===== config.mk =====
export PLATFORM = sky130hd
export DESIGN_NAME = hlc_regs
export DESIGN_NICKNAME = d
export VERILOG_FILES = /design/src/rtl/hlc_pkg.sv /design/src/rtl/hlc_regs.sv
export SDC_FILE = /design/constraint.sdc
export NUM_CORES = 1
export LEC_CHECK = 0
export ABC_AREA = 1
export CAP_MARGIN = 20
export CORE_ASPECT_RATIO = 0.7
export CORE_MARGIN = 2
export CORE_UTILIZATION = 33
export CTS_CLUSTER_DIAMETER = 30
export DETAILED_ROUTE_END_ITERATION = 8
export DONT_BUFFER_PORTS = 1
export GPL_TIMING_DRIVEN = 0
export PLACE_DENSITY_LB_ADDON = 0.12
export SLEW_MARGIN = 20
export SYNTH_ARGS = -nofsm -noshare
export SYNTH_HDL_FRONTEND = slang
export SYNTH_SLANG_ARGS = --single-unit

===== constraint.sdc =====
create_clock -name clk -period 1.7 [get_ports clk]
set_clock_uncertainty 0.2 [all_clocks]
set_input_delay 0.34 -clock clk [delete_from_list [all_inputs] [get_ports clk]]
set_output_delay 0.34 -clock clk [all_outputs]
set_load 0.01 [all_outputs]

===== src/rtl/hlc_pkg.sv =====
// Shared constants for the host link control register bank
package hlc_pkg;
  // Register port addresses, word index on the plain port
  localparam logic [3:0] HOST_SET_ADDR   = 4'h0;
  localparam logic [3:0] HOST_CLEAR_ADDR = 4'h1;
  localparam logic [3:0] BUS_SET_ADDR    = 4'h2;
  localparam logic [3:0] BUS_CLEAR_ADDR  = 4'h3;
  localparam logic [3:0] TIMER_ADDR      = 4'h4;
  localparam logic [3:0] EVENT_ADDR      = 4'h5;
  // Host control field positions
  localparam int HC_BIG_ENDIAN_BIT = 30;
  localparam int HC_EARLY_ACK_BIT  = 18;
  localparam int HC_ATTACH_BIT     = 17;
  localparam int HC_SELF_RESET_BIT = 16;
  // Bus side control field positions
  localparam int BS_EXT_TICK_BIT   = 22;
  localparam int BS_ORIGINATOR_BIT = 21;
  localparam int BS_RUN_BIT        = 20;
  localparam int BS_PHY_PKT_BIT    = 10;
  localparam int BS_IDENT_PKT_BIT  = 9;
  // Event flag position and reset values
  localparam int EV_OVERLONG_BIT = 0;
  localparam logic [31:0] HOST_RESET_VALUE = 32'h0000_0000;
  localparam logic [31:0] BUS_RESET_VALUE  = 32'h0000_0000;
  localparam logic [31:0] HOST_WRITABLE    = 32'h4007_0000;
  localparam logic [31:0] BUS_WRITABLE     = 32'h0070_0600;
  // Timer layout
  localparam int OFFSET_BITS  = 12;
  localparam int COUNT_BITS   = 13;
  localparam int SECONDS_BITS = 7;
  localparam int CYCLE_TICKS  = 3072;
  localparam int CYCLES_PER_SECOND = 8000;
  // Self reset duration in clk cycles
  localparam int SELF_RESET_CYCLES = 4;
  // Transaction codes
  localparam logic [3:0] TC_QUAD_WRITE  = 4'h0;
  localparam logic [3:0] TC_BLOCK_WRITE = 4'h1;
  localparam logic [3:0] TC_QUAD_RESP   = 4'h6;
  localparam logic [3:0] TC_BLOCK_RESP  = 4'h7;
  localparam logic [3:0] TC_STREAM      = 4'h9;
  localparam logic [3:0] TC_CYCLE_START = 4'h8;
  localparam logic [3:0] TC_LOCK_REQ    = 4'hA;
  localparam logic [3:0] TC_LOCK_RESP   = 4'hB;
  localparam logic [3:0] TC_PHY_PACKET  = 4'hE;
endpackage


===== src/rtl/hlc_regs.sv =====
// Host and bus side control registers with cycle timer and byte lane steering
`timescale 1ns/1ps
module hlc_regs (
  input  wire logic        clk,
  input  wire logic        reset_n,
  input  wire logic [3:0]  reg_addr,
  input  wire logic [31:0] reg_wdata,
  input  wire logic        reg_write,
  input  wire logic        reg_read,
  output logic      [31:0] reg_rdata,
  input  wire logic        tick_24m,
  input  wire logic        ext_tick,
  input  wire logic        bus_reset_active,
  input  wire logic        phy_is_root,
  input  wire logic        overlong_cycle_event,
  input  wire logic        async_receive_enabled,
  input  wire logic        rx_cycle_start_valid,
  input  wire logic [31:0] rx_cycle_start_time,
  input  wire logic [3:0]  pkt_tcode,
  input  wire logic        pkt_is_header,
  input  wire logic [31:0] quadlet_in,
  output logic      [31:0] quadlet_out,
  output logic             link_active,
  output logic             early_ack_writes_on,
  output logic             accept_phy_packets,
  output logic             accept_identity_packets,
  output logic             cycle_start_send,
  output logic      [31:0] cycle_time_out,
  output logic             controller_reset
);
  logic [31:0] host_ctl_flags_reg;
  logic [31:0] bus_side_ctl_flags_reg;
  logic [2:0]  ext_sync_reg;
  logic        ext_seen_reg;
  logic        overlong_flag_reg;
  logic        root_reg;
  logic [2:0]  reset_cnt_reg;
  logic [11:0] offset_reg;
  logic [12:0] count_reg;
  logic [6:0]  seconds_reg;
  logic        soft_busy;
  logic        host_set_wr;
  logic        host_clr_wr;
  logic        bus_set_wr;
  logic        bus_clr_wr;
  logic        ext_rise;
  logic        rollover;
  logic        swap_code;
  logic        do_swap;

  // Decoded writes land at the strobe edge, so a read right after sees them
  assign host_set_wr = reg_write && reg_addr == hlc_pkg::HOST_SET_ADDR;
  assign host_clr_wr = reg_write && reg_addr == hlc_pkg::HOST_CLEAR_ADDR;
  assign bus_set_wr  = reg_write && reg_addr == hlc_pkg::BUS_SET_ADDR;
  assign bus_clr_wr  = reg_write && reg_addr == hlc_pkg::BUS_CLEAR_ADDR;
  assign soft_busy   = host_ctl_flags_reg[hlc_pkg::HC_SELF_RESET_BIT];

  // Host control flags; self reset wipes all but the busy bit itself
  always_ff @(posedge clk) begin
    if (!reset_n) begin
      host_ctl_flags_reg <= hlc_pkg::HOST_RESET_VALUE;
    end else if (soft_busy) begin
      if (reset_cnt_reg == 3'(hlc_pkg::SELF_RESET_CYCLES - 1)) begin
        host_ctl_flags_reg <= hlc_pkg::HOST_RESET_VALUE;
      end else begin
        host_ctl_flags_reg <= hlc_pkg::HOST_RESET_VALUE;
        host_ctl_flags_reg[hlc_pkg::HC_SELF_RESET_BIT] <= 1'b1;
      end
    end else if (host_set_wr) begin
      host_ctl_flags_reg <= host_ctl_flags_reg | (reg_wdata & hlc_pkg::HOST_WRITABLE);
    end else if (host_clr_wr) begin
      host_ctl_flags_reg <= host_ctl_flags_reg & ~(reg_wdata & hlc_pkg::HOST_WRITABLE);
    end
  end

  // Self reset length counter
  always_ff @(posedge clk) begin
    if (!reset_n || !soft_busy) begin
      reset_cnt_reg <= 3'h0;
    end else begin
      reset_cnt_reg <= reset_cnt_reg + 3'h1;
    end
  end

  // Bus side flags; overlong event beats an originator set in the same cycle
  always_ff @(posedge clk) begin
    if (!reset_n || soft_busy) begin
      bus_side_ctl_flags_reg <= hlc_pkg::BUS_RESET_VALUE;
    end else begin
      if (bus_set_wr) begin
        bus_side_ctl_flags_reg <= bus_side_ctl_flags_reg
          | (reg_wdata & hlc_pkg::BUS_WRITABLE);
        if (overlong_flag_reg || overlong_cycle_event) begin
          bus_side_ctl_flags_reg[hlc_pkg::BS_ORIGINATOR_BIT] <= 1'b0;
        end
      end else if (bus_clr_wr) begin
        bus_side_ctl_flags_reg <= bus_side_ctl_flags_reg
          & ~(reg_wdata & hlc_pkg::BUS_WRITABLE);
      end else if (overlong_cycle_event) begin
        bus_side_ctl_flags_reg[hlc_pkg::BS_ORIGINATOR_BIT] <= 1'b0;
      end
      if (bus_clr_wr && overlong_cycle_event) begin
        bus_side_ctl_flags_reg[hlc_pkg::BS_ORIGINATOR_BIT] <= 1'b0;
      end
    end
  end

  // Overlong event flag, write one to event address clears; set wins
  always_ff @(posedge clk) begin
    if (!reset_n || soft_busy) begin
      overlong_flag_reg <= 1'b0;
    end else if (overlong_cycle_event) begin
      overlong_flag_reg <= 1'b1;
    end else if (reg_write && reg_addr == hlc_pkg::EVENT_ADDR
                 && reg_wdata[hlc_pkg::EV_OVERLONG_BIT]) begin
      overlong_flag_reg <= 1'b0;
    end
  end

  // Root status caught only while bus reset runs
  always_ff @(posedge clk) begin
    if (!reset_n || soft_busy) begin
      root_reg <= 1'b0;
    end else if (bus_reset_active) begin
      root_reg <= phy_is_root;
    end
  end

  // External tick is a pin: three stages, edge once stages two and three agree
  always_ff @(posedge clk) begin
    if (!reset_n) begin
      ext_sync_reg <= 3'h0;
      ext_seen_reg <= 1'b0;
    end else begin
      ext_sync_reg <= {ext_sync_reg[1:0], ext_tick};
      if (ext_sync_reg[2] == ext_sync_reg[1]) begin
        ext_seen_reg <= ext_sync_reg[2];
      end
    end
  end
  assign ext_rise = ext_sync_reg[2] && ext_sync_reg[1] && !ext_seen_reg;

  // Rollover source choice
  always_comb begin
    if (bus_side_ctl_flags_reg[hlc_pkg::BS_EXT_TICK_BIT]) begin
      rollover = ext_rise;
    end else begin
      rollover = tick_24m && offset_reg == 12'(hlc_pkg::CYCLE_TICKS - 1);
    end
  end

  // Cycle timer; received cycle start reloads when link active and not originating
  always_ff @(posedge clk) begin
    if (!reset_n || soft_busy) begin
      offset_reg  <= 12'h000;
      count_reg   <= 13'h0000;
      seconds_reg <= 7'h00;
    end else if (rx_cycle_start_valid && link_active
                 && !bus_side_ctl_flags_reg[hlc_pkg::BS_ORIGINATOR_BIT]) begin
      offset_reg  <= rx_cycle_start_time[11:0];
      count_reg   <= rx_cycle_start_time[24:12];
      seconds_reg <= rx_cycle_start_time[31:25];
    end else if (bus_side_ctl_flags_reg[hlc_pkg::BS_RUN_BIT]) begin
      if (rollover) begin
        offset_reg <= 12'h000;
        if (count_reg == 13'(hlc_pkg::CYCLES_PER_SECOND - 1)) begin
          count_reg   <= 13'h0000;
          seconds_reg <= seconds_reg + 7'h01;
        end else begin
          count_reg <= count_reg + 13'h0001;
        end
      end else if (tick_24m) begin
        offset_reg <= offset_reg + 12'h001;
      end
    end
  end

  // Cycle start emission on each rollover while running, link active and root originator
  always_ff @(posedge clk) begin
    if (!reset_n || soft_busy) begin
      cycle_start_send <= 1'b0;
    end else begin
      cycle_start_send <= rollover && root_reg && link_active
        && bus_side_ctl_flags_reg[hlc_pkg::BS_RUN_BIT]
        && bus_side_ctl_flags_reg[hlc_pkg::BS_ORIGINATOR_BIT];
    end
  end

  // Byte lane steering; headers and untouched codes pass big endian
  always_comb begin
    unique case (pkt_tcode)
      hlc_pkg::TC_QUAD_WRITE, hlc_pkg::TC_BLOCK_WRITE, hlc_pkg::TC_QUAD_RESP,
      hlc_pkg::TC_BLOCK_RESP, hlc_pkg::TC_STREAM, hlc_pkg::TC_LOCK_REQ,
      hlc_pkg::TC_LOCK_RESP: swap_code = 1'b1;
      default:               swap_code = 1'b0;
    endcase
  end
  assign do_swap = swap_code && !pkt_is_header
    && !host_ctl_flags_reg[hlc_pkg::HC_BIG_ENDIAN_BIT];

  // Registered data path and status outputs
  always_ff @(posedge clk) begin
    if (!reset_n) begin
      quadlet_out             <= 32'h0000_0000;
      link_active             <= 1'b0;
      early_ack_writes_on     <= 1'b0;
      accept_phy_packets      <= 1'b0;
      accept_identity_packets <= 1'b0;
      controller_reset        <= 1'b0;
      cycle_time_out          <= 32'h0000_0000;
    end else begin
      quadlet_out <= do_swap ? {quadlet_in[7:0], quadlet_in[15:8],
                                quadlet_in[23:16], quadlet_in[31:24]}
                             : quadlet_in;
      link_active <= host_ctl_flags_reg[hlc_pkg::HC_ATTACH_BIT] && !soft_busy;
      early_ack_writes_on <= host_ctl_flags_reg[hlc_pkg::HC_EARLY_ACK_BIT];
      accept_phy_packets <= bus_side_ctl_flags_reg[hlc_pkg::BS_PHY_PKT_BIT]
        && async_receive_enabled && host_ctl_flags_reg[hlc_pkg::HC_ATTACH_BIT];
      accept_identity_packets <= bus_side_ctl_flags_reg[hlc_pkg::BS_IDENT_PKT_BIT]
        && host_ctl_flags_reg[hlc_pkg::HC_ATTACH_BIT];
      controller_reset <= soft_busy;
      cycle_time_out <= {seconds_reg, count_reg, offset_reg};
    end
  end

  // Read data one cycle after the strobe, zero otherwise
  always_ff @(posedge clk) begin
    if (!reset_n || !reg_read) begin
      reg_rdata <= 32'h0000_0000;
    end else begin
      unique case (reg_addr)
        hlc_pkg::HOST_SET_ADDR, hlc_pkg::HOST_CLEAR_ADDR:
          reg_rdata <= host_ctl_flags_reg;
        hlc_pkg::BUS_SET_ADDR, hlc_pkg::BUS_CLEAR_ADDR:
          reg_rdata <= bus_side_ctl_flags_reg;
        hlc_pkg::TIMER_ADDR: reg_rdata <= {seconds_reg, count_reg, offset_reg};
        hlc_pkg::EVENT_ADDR: reg_rdata <= {31'h0, overlong_flag_reg};
        default:             reg_rdata <= 32'h0000_0000;
      endcase
    end
  end
endmodule


==> results.tsv <==
metric	value	unit
gp_congestion	0.8138	
worst-endpoint-required	1830	ps
synth_edf_count	0	
cp-end-kind	register	
antenna_found_initial	0	
io_pins	218	
start_kind	register	
coreArea	18210	um2
clkLatencyLatePin	430	ps
violations	setup timing	
syn2layout_area_growth	37.56	%
drive_gt1_share	16.37	%
fin_crit	1709	ps
async_flop_share	0	%
clock_path_buffers	2	
synth_seq_area_share	49.00	%
dp_hpwl	14.42	mm
pwr-share-clk	47.4	%
grt_pass1_wl	32.17	mm
p_total	8.072	mW
p_sw_share	24.82	%
cp.arrival	1840	ps
seqPwrFrac	46.0	%
syn_nets	976	
slew_violations	0	
grt_pass1_vias	5759	
p_per_area	945.0	nW/um2
drtIter0Drc	425	
syn_avg_cell_area	7.271	um2
ys_ff_latch	152	
power_leakage	3.835	nW
internal_power	6.068	mW
grt_max_degree	17	
postLayoutSetupSlackWorst	-8.574	ps
cap_viol_max_count	0	
hp-class	in2reg	
rsz0062_at_grt	true	
port_buffers	0	
synthCells	854	
cts_tree	done	
fillers	1863	
firstDrtPassIters	7	
row_count	41	
criticalPathCategory	reg2reg	
stdcell_count	1238	
hold_viol	0	
synth.distinct_cells	35	
n_antenna_cell	0	
initial_core_util	34.10	%
vias	5872	
drc	0	
setup_viol	6	
placed_cells	1090	
ant_nets	0	
cts.sinks	152	
synth_warnings	0	
final_nets	1111	
wire_per_inst	16.53	um
die_h	118.8	um
grt_use_total	21.06	%
die_width	168.0	um
period_share	100.5	%
vias_per_cell	4.743	
ys_dominant_reg_cell	dfxtp_1	
worstMarginPinSlew	596.0	ps
die_area	19950	um2
whs	9.256	ps
cts-root-buf	clkbuf_16	
fmax	585.3	MHz
switching_power	2.004	mW
clk_pin_slew	70	ps
numCtsBuffers	17	
final_util	46.90	%
status	finished, violations left	
overflow	0	
reg_top3	cycle_time_out (32), quadlet_out (32), reg_rdata (32)	
syn-cell-area	6210	um2
vdd_drop_max	0.6299	mV
p_comb_share	6.6	%
crit_fanout	10	
routed_wl	20.46	mm
slew-limit-headroom	60.27	%
htreeDepth	4	
-- Yosys cell counts, types with 3 or more instances --
| cell | n | share of area (%) |
|---|---|---|
| a211oi_1 | 3 | 0.36 |
| a21oi_1 | 31 | 2.5 |
| buf_1 | 4 | 0.24 |
| buf_2 | 7 | 0.56 |
| clkbuf_1 | 16 | 0.97 |
| dfxtp_1 | 152 | 49 |
| ha_1 | 6 | 1.2 |
| inv_1 | 109 | 6.6 |
| inv_2 | 6 | 0.36 |
| nand2_1 | 189 | 11 |
| nand2_2 | 8 | 0.81 |
| nand3_1 | 45 | 3.6 |
| nand4_1 | 13 | 1.3 |
| nor2_1 | 145 | 8.8 |
| nor3_1 | 25 | 2.0 |
| o21ai_0 | 50 | 4.0 |
| o21ai_1 | 3 | 0.24 |
| o22ai_1 | 6 | 0.60 |
| xor2_1 | 8 | 1.1 |
-- power groups by stage --
stage / registers [mW] / clock network [mW] / logic [mW]
after floorplan: 3.79 / 0 / 0.225
after global placement: 3.81 / 0 / 0.312
after detailed placement: 3.81 / 0 / 0.314
after CTS: 3.72 / 3.91 / 0.507
after global routing: 3.72 / 4.06 / 0.601
final: 3.71 / 3.82 / 0.535
-- per-layer routing --
metal / up-vias / GRT usage [%] / part of all wire, %
li1: 2955 / - / -
met1: 2654 / 30.67 / 50
met2: 240 / 29.34 / 40
met3: 23 / 6.162 / 8.1
met4: 0 / 7.174 / 1.8
met5: - / 0 / 0
-- per-stage QoR --
step	setup TNS [ps]	setup WS [ps]	cell area [um2]
floorplan	0	10.29	6243
global placement	-18680	-435.0	6539
detailed placement	-19910	-483.9	6539
CTS	0	0.4562	8255
global route	-1938	-92.13	8542
finish	-46.12	-8.574	8542
-- cell usage in the layout (no fill, tap or decap), drive strengths merged, types with 3 or more instances in the layout --
cell / count
o21ai: 53
dlygate4sd3: 95
nor3: 27
clkbuf: 31
nor2: 149
xor2: 8
nand3: 49
clkinv: 8
dfxtp: 152
inv: 119
ha: 6
nand2: 199
nand4: 13
o22ai: 6
a211oi: 3
a21oi: 31
buf: 38
-- repair_timing --
item	4_1_cts	5_1_grt
endpoints found under the hold margin	82	3
hold buffers	92	4
endpoints found under the setup margin	36	57
pin swaps	9	15
gates cloned	0	1
setup buffers	14	6
gates resized for setup	42	71
-- final timing paths --
path,startpoint,end,slack [ps],depth (start not counted)
max,offset_reg[0],count_reg[6],-9,9
min,rx_cycle_start_time[25],seconds_reg[0],9,4
max reg2reg,offset_reg[0],count_reg[6],-9,9
min reg2reg,reset_cnt_reg[0],reset_cnt_reg[0],220,1
-- layout make-up --
class	count	area, um2	share of cell area, %
buffer	31	197.7	2.314
clock buffer	17	425.4	4.980
clock inverter	15	167.7	1.963
inverter	115	431.7	5.053
multi-input combinational	556	2791	32.68
sequential	152	3099	36.28
tap	236	295.3	3.457
timing repair buffer	116	1134	13.27
-- cell families after synthesis --
| group | synth area share, % |
|---|---|
| muxes | 0.1612 |
| AOI/OAI and AO/OA | 8.362 |
| DFF | 49.00 |
| and+or+nand+nor | 30.53 |
| xor gates and xnor gates | 1.411 |
| buffers and inverters | 9.329 |
| adders and majority gates | 1.209 |
-- worst max-delay path, stage by stage (launching register included) --
cell and delay, ps:
dfxtp_4 360, ha_4 150, nand3_4 90, nor2_4 130, nand2_4 80, nand3_4 170, nand2_4 110, buf_8 170
nor2_1 100, nor2_1 50
(Power assumes the default switching activity.)
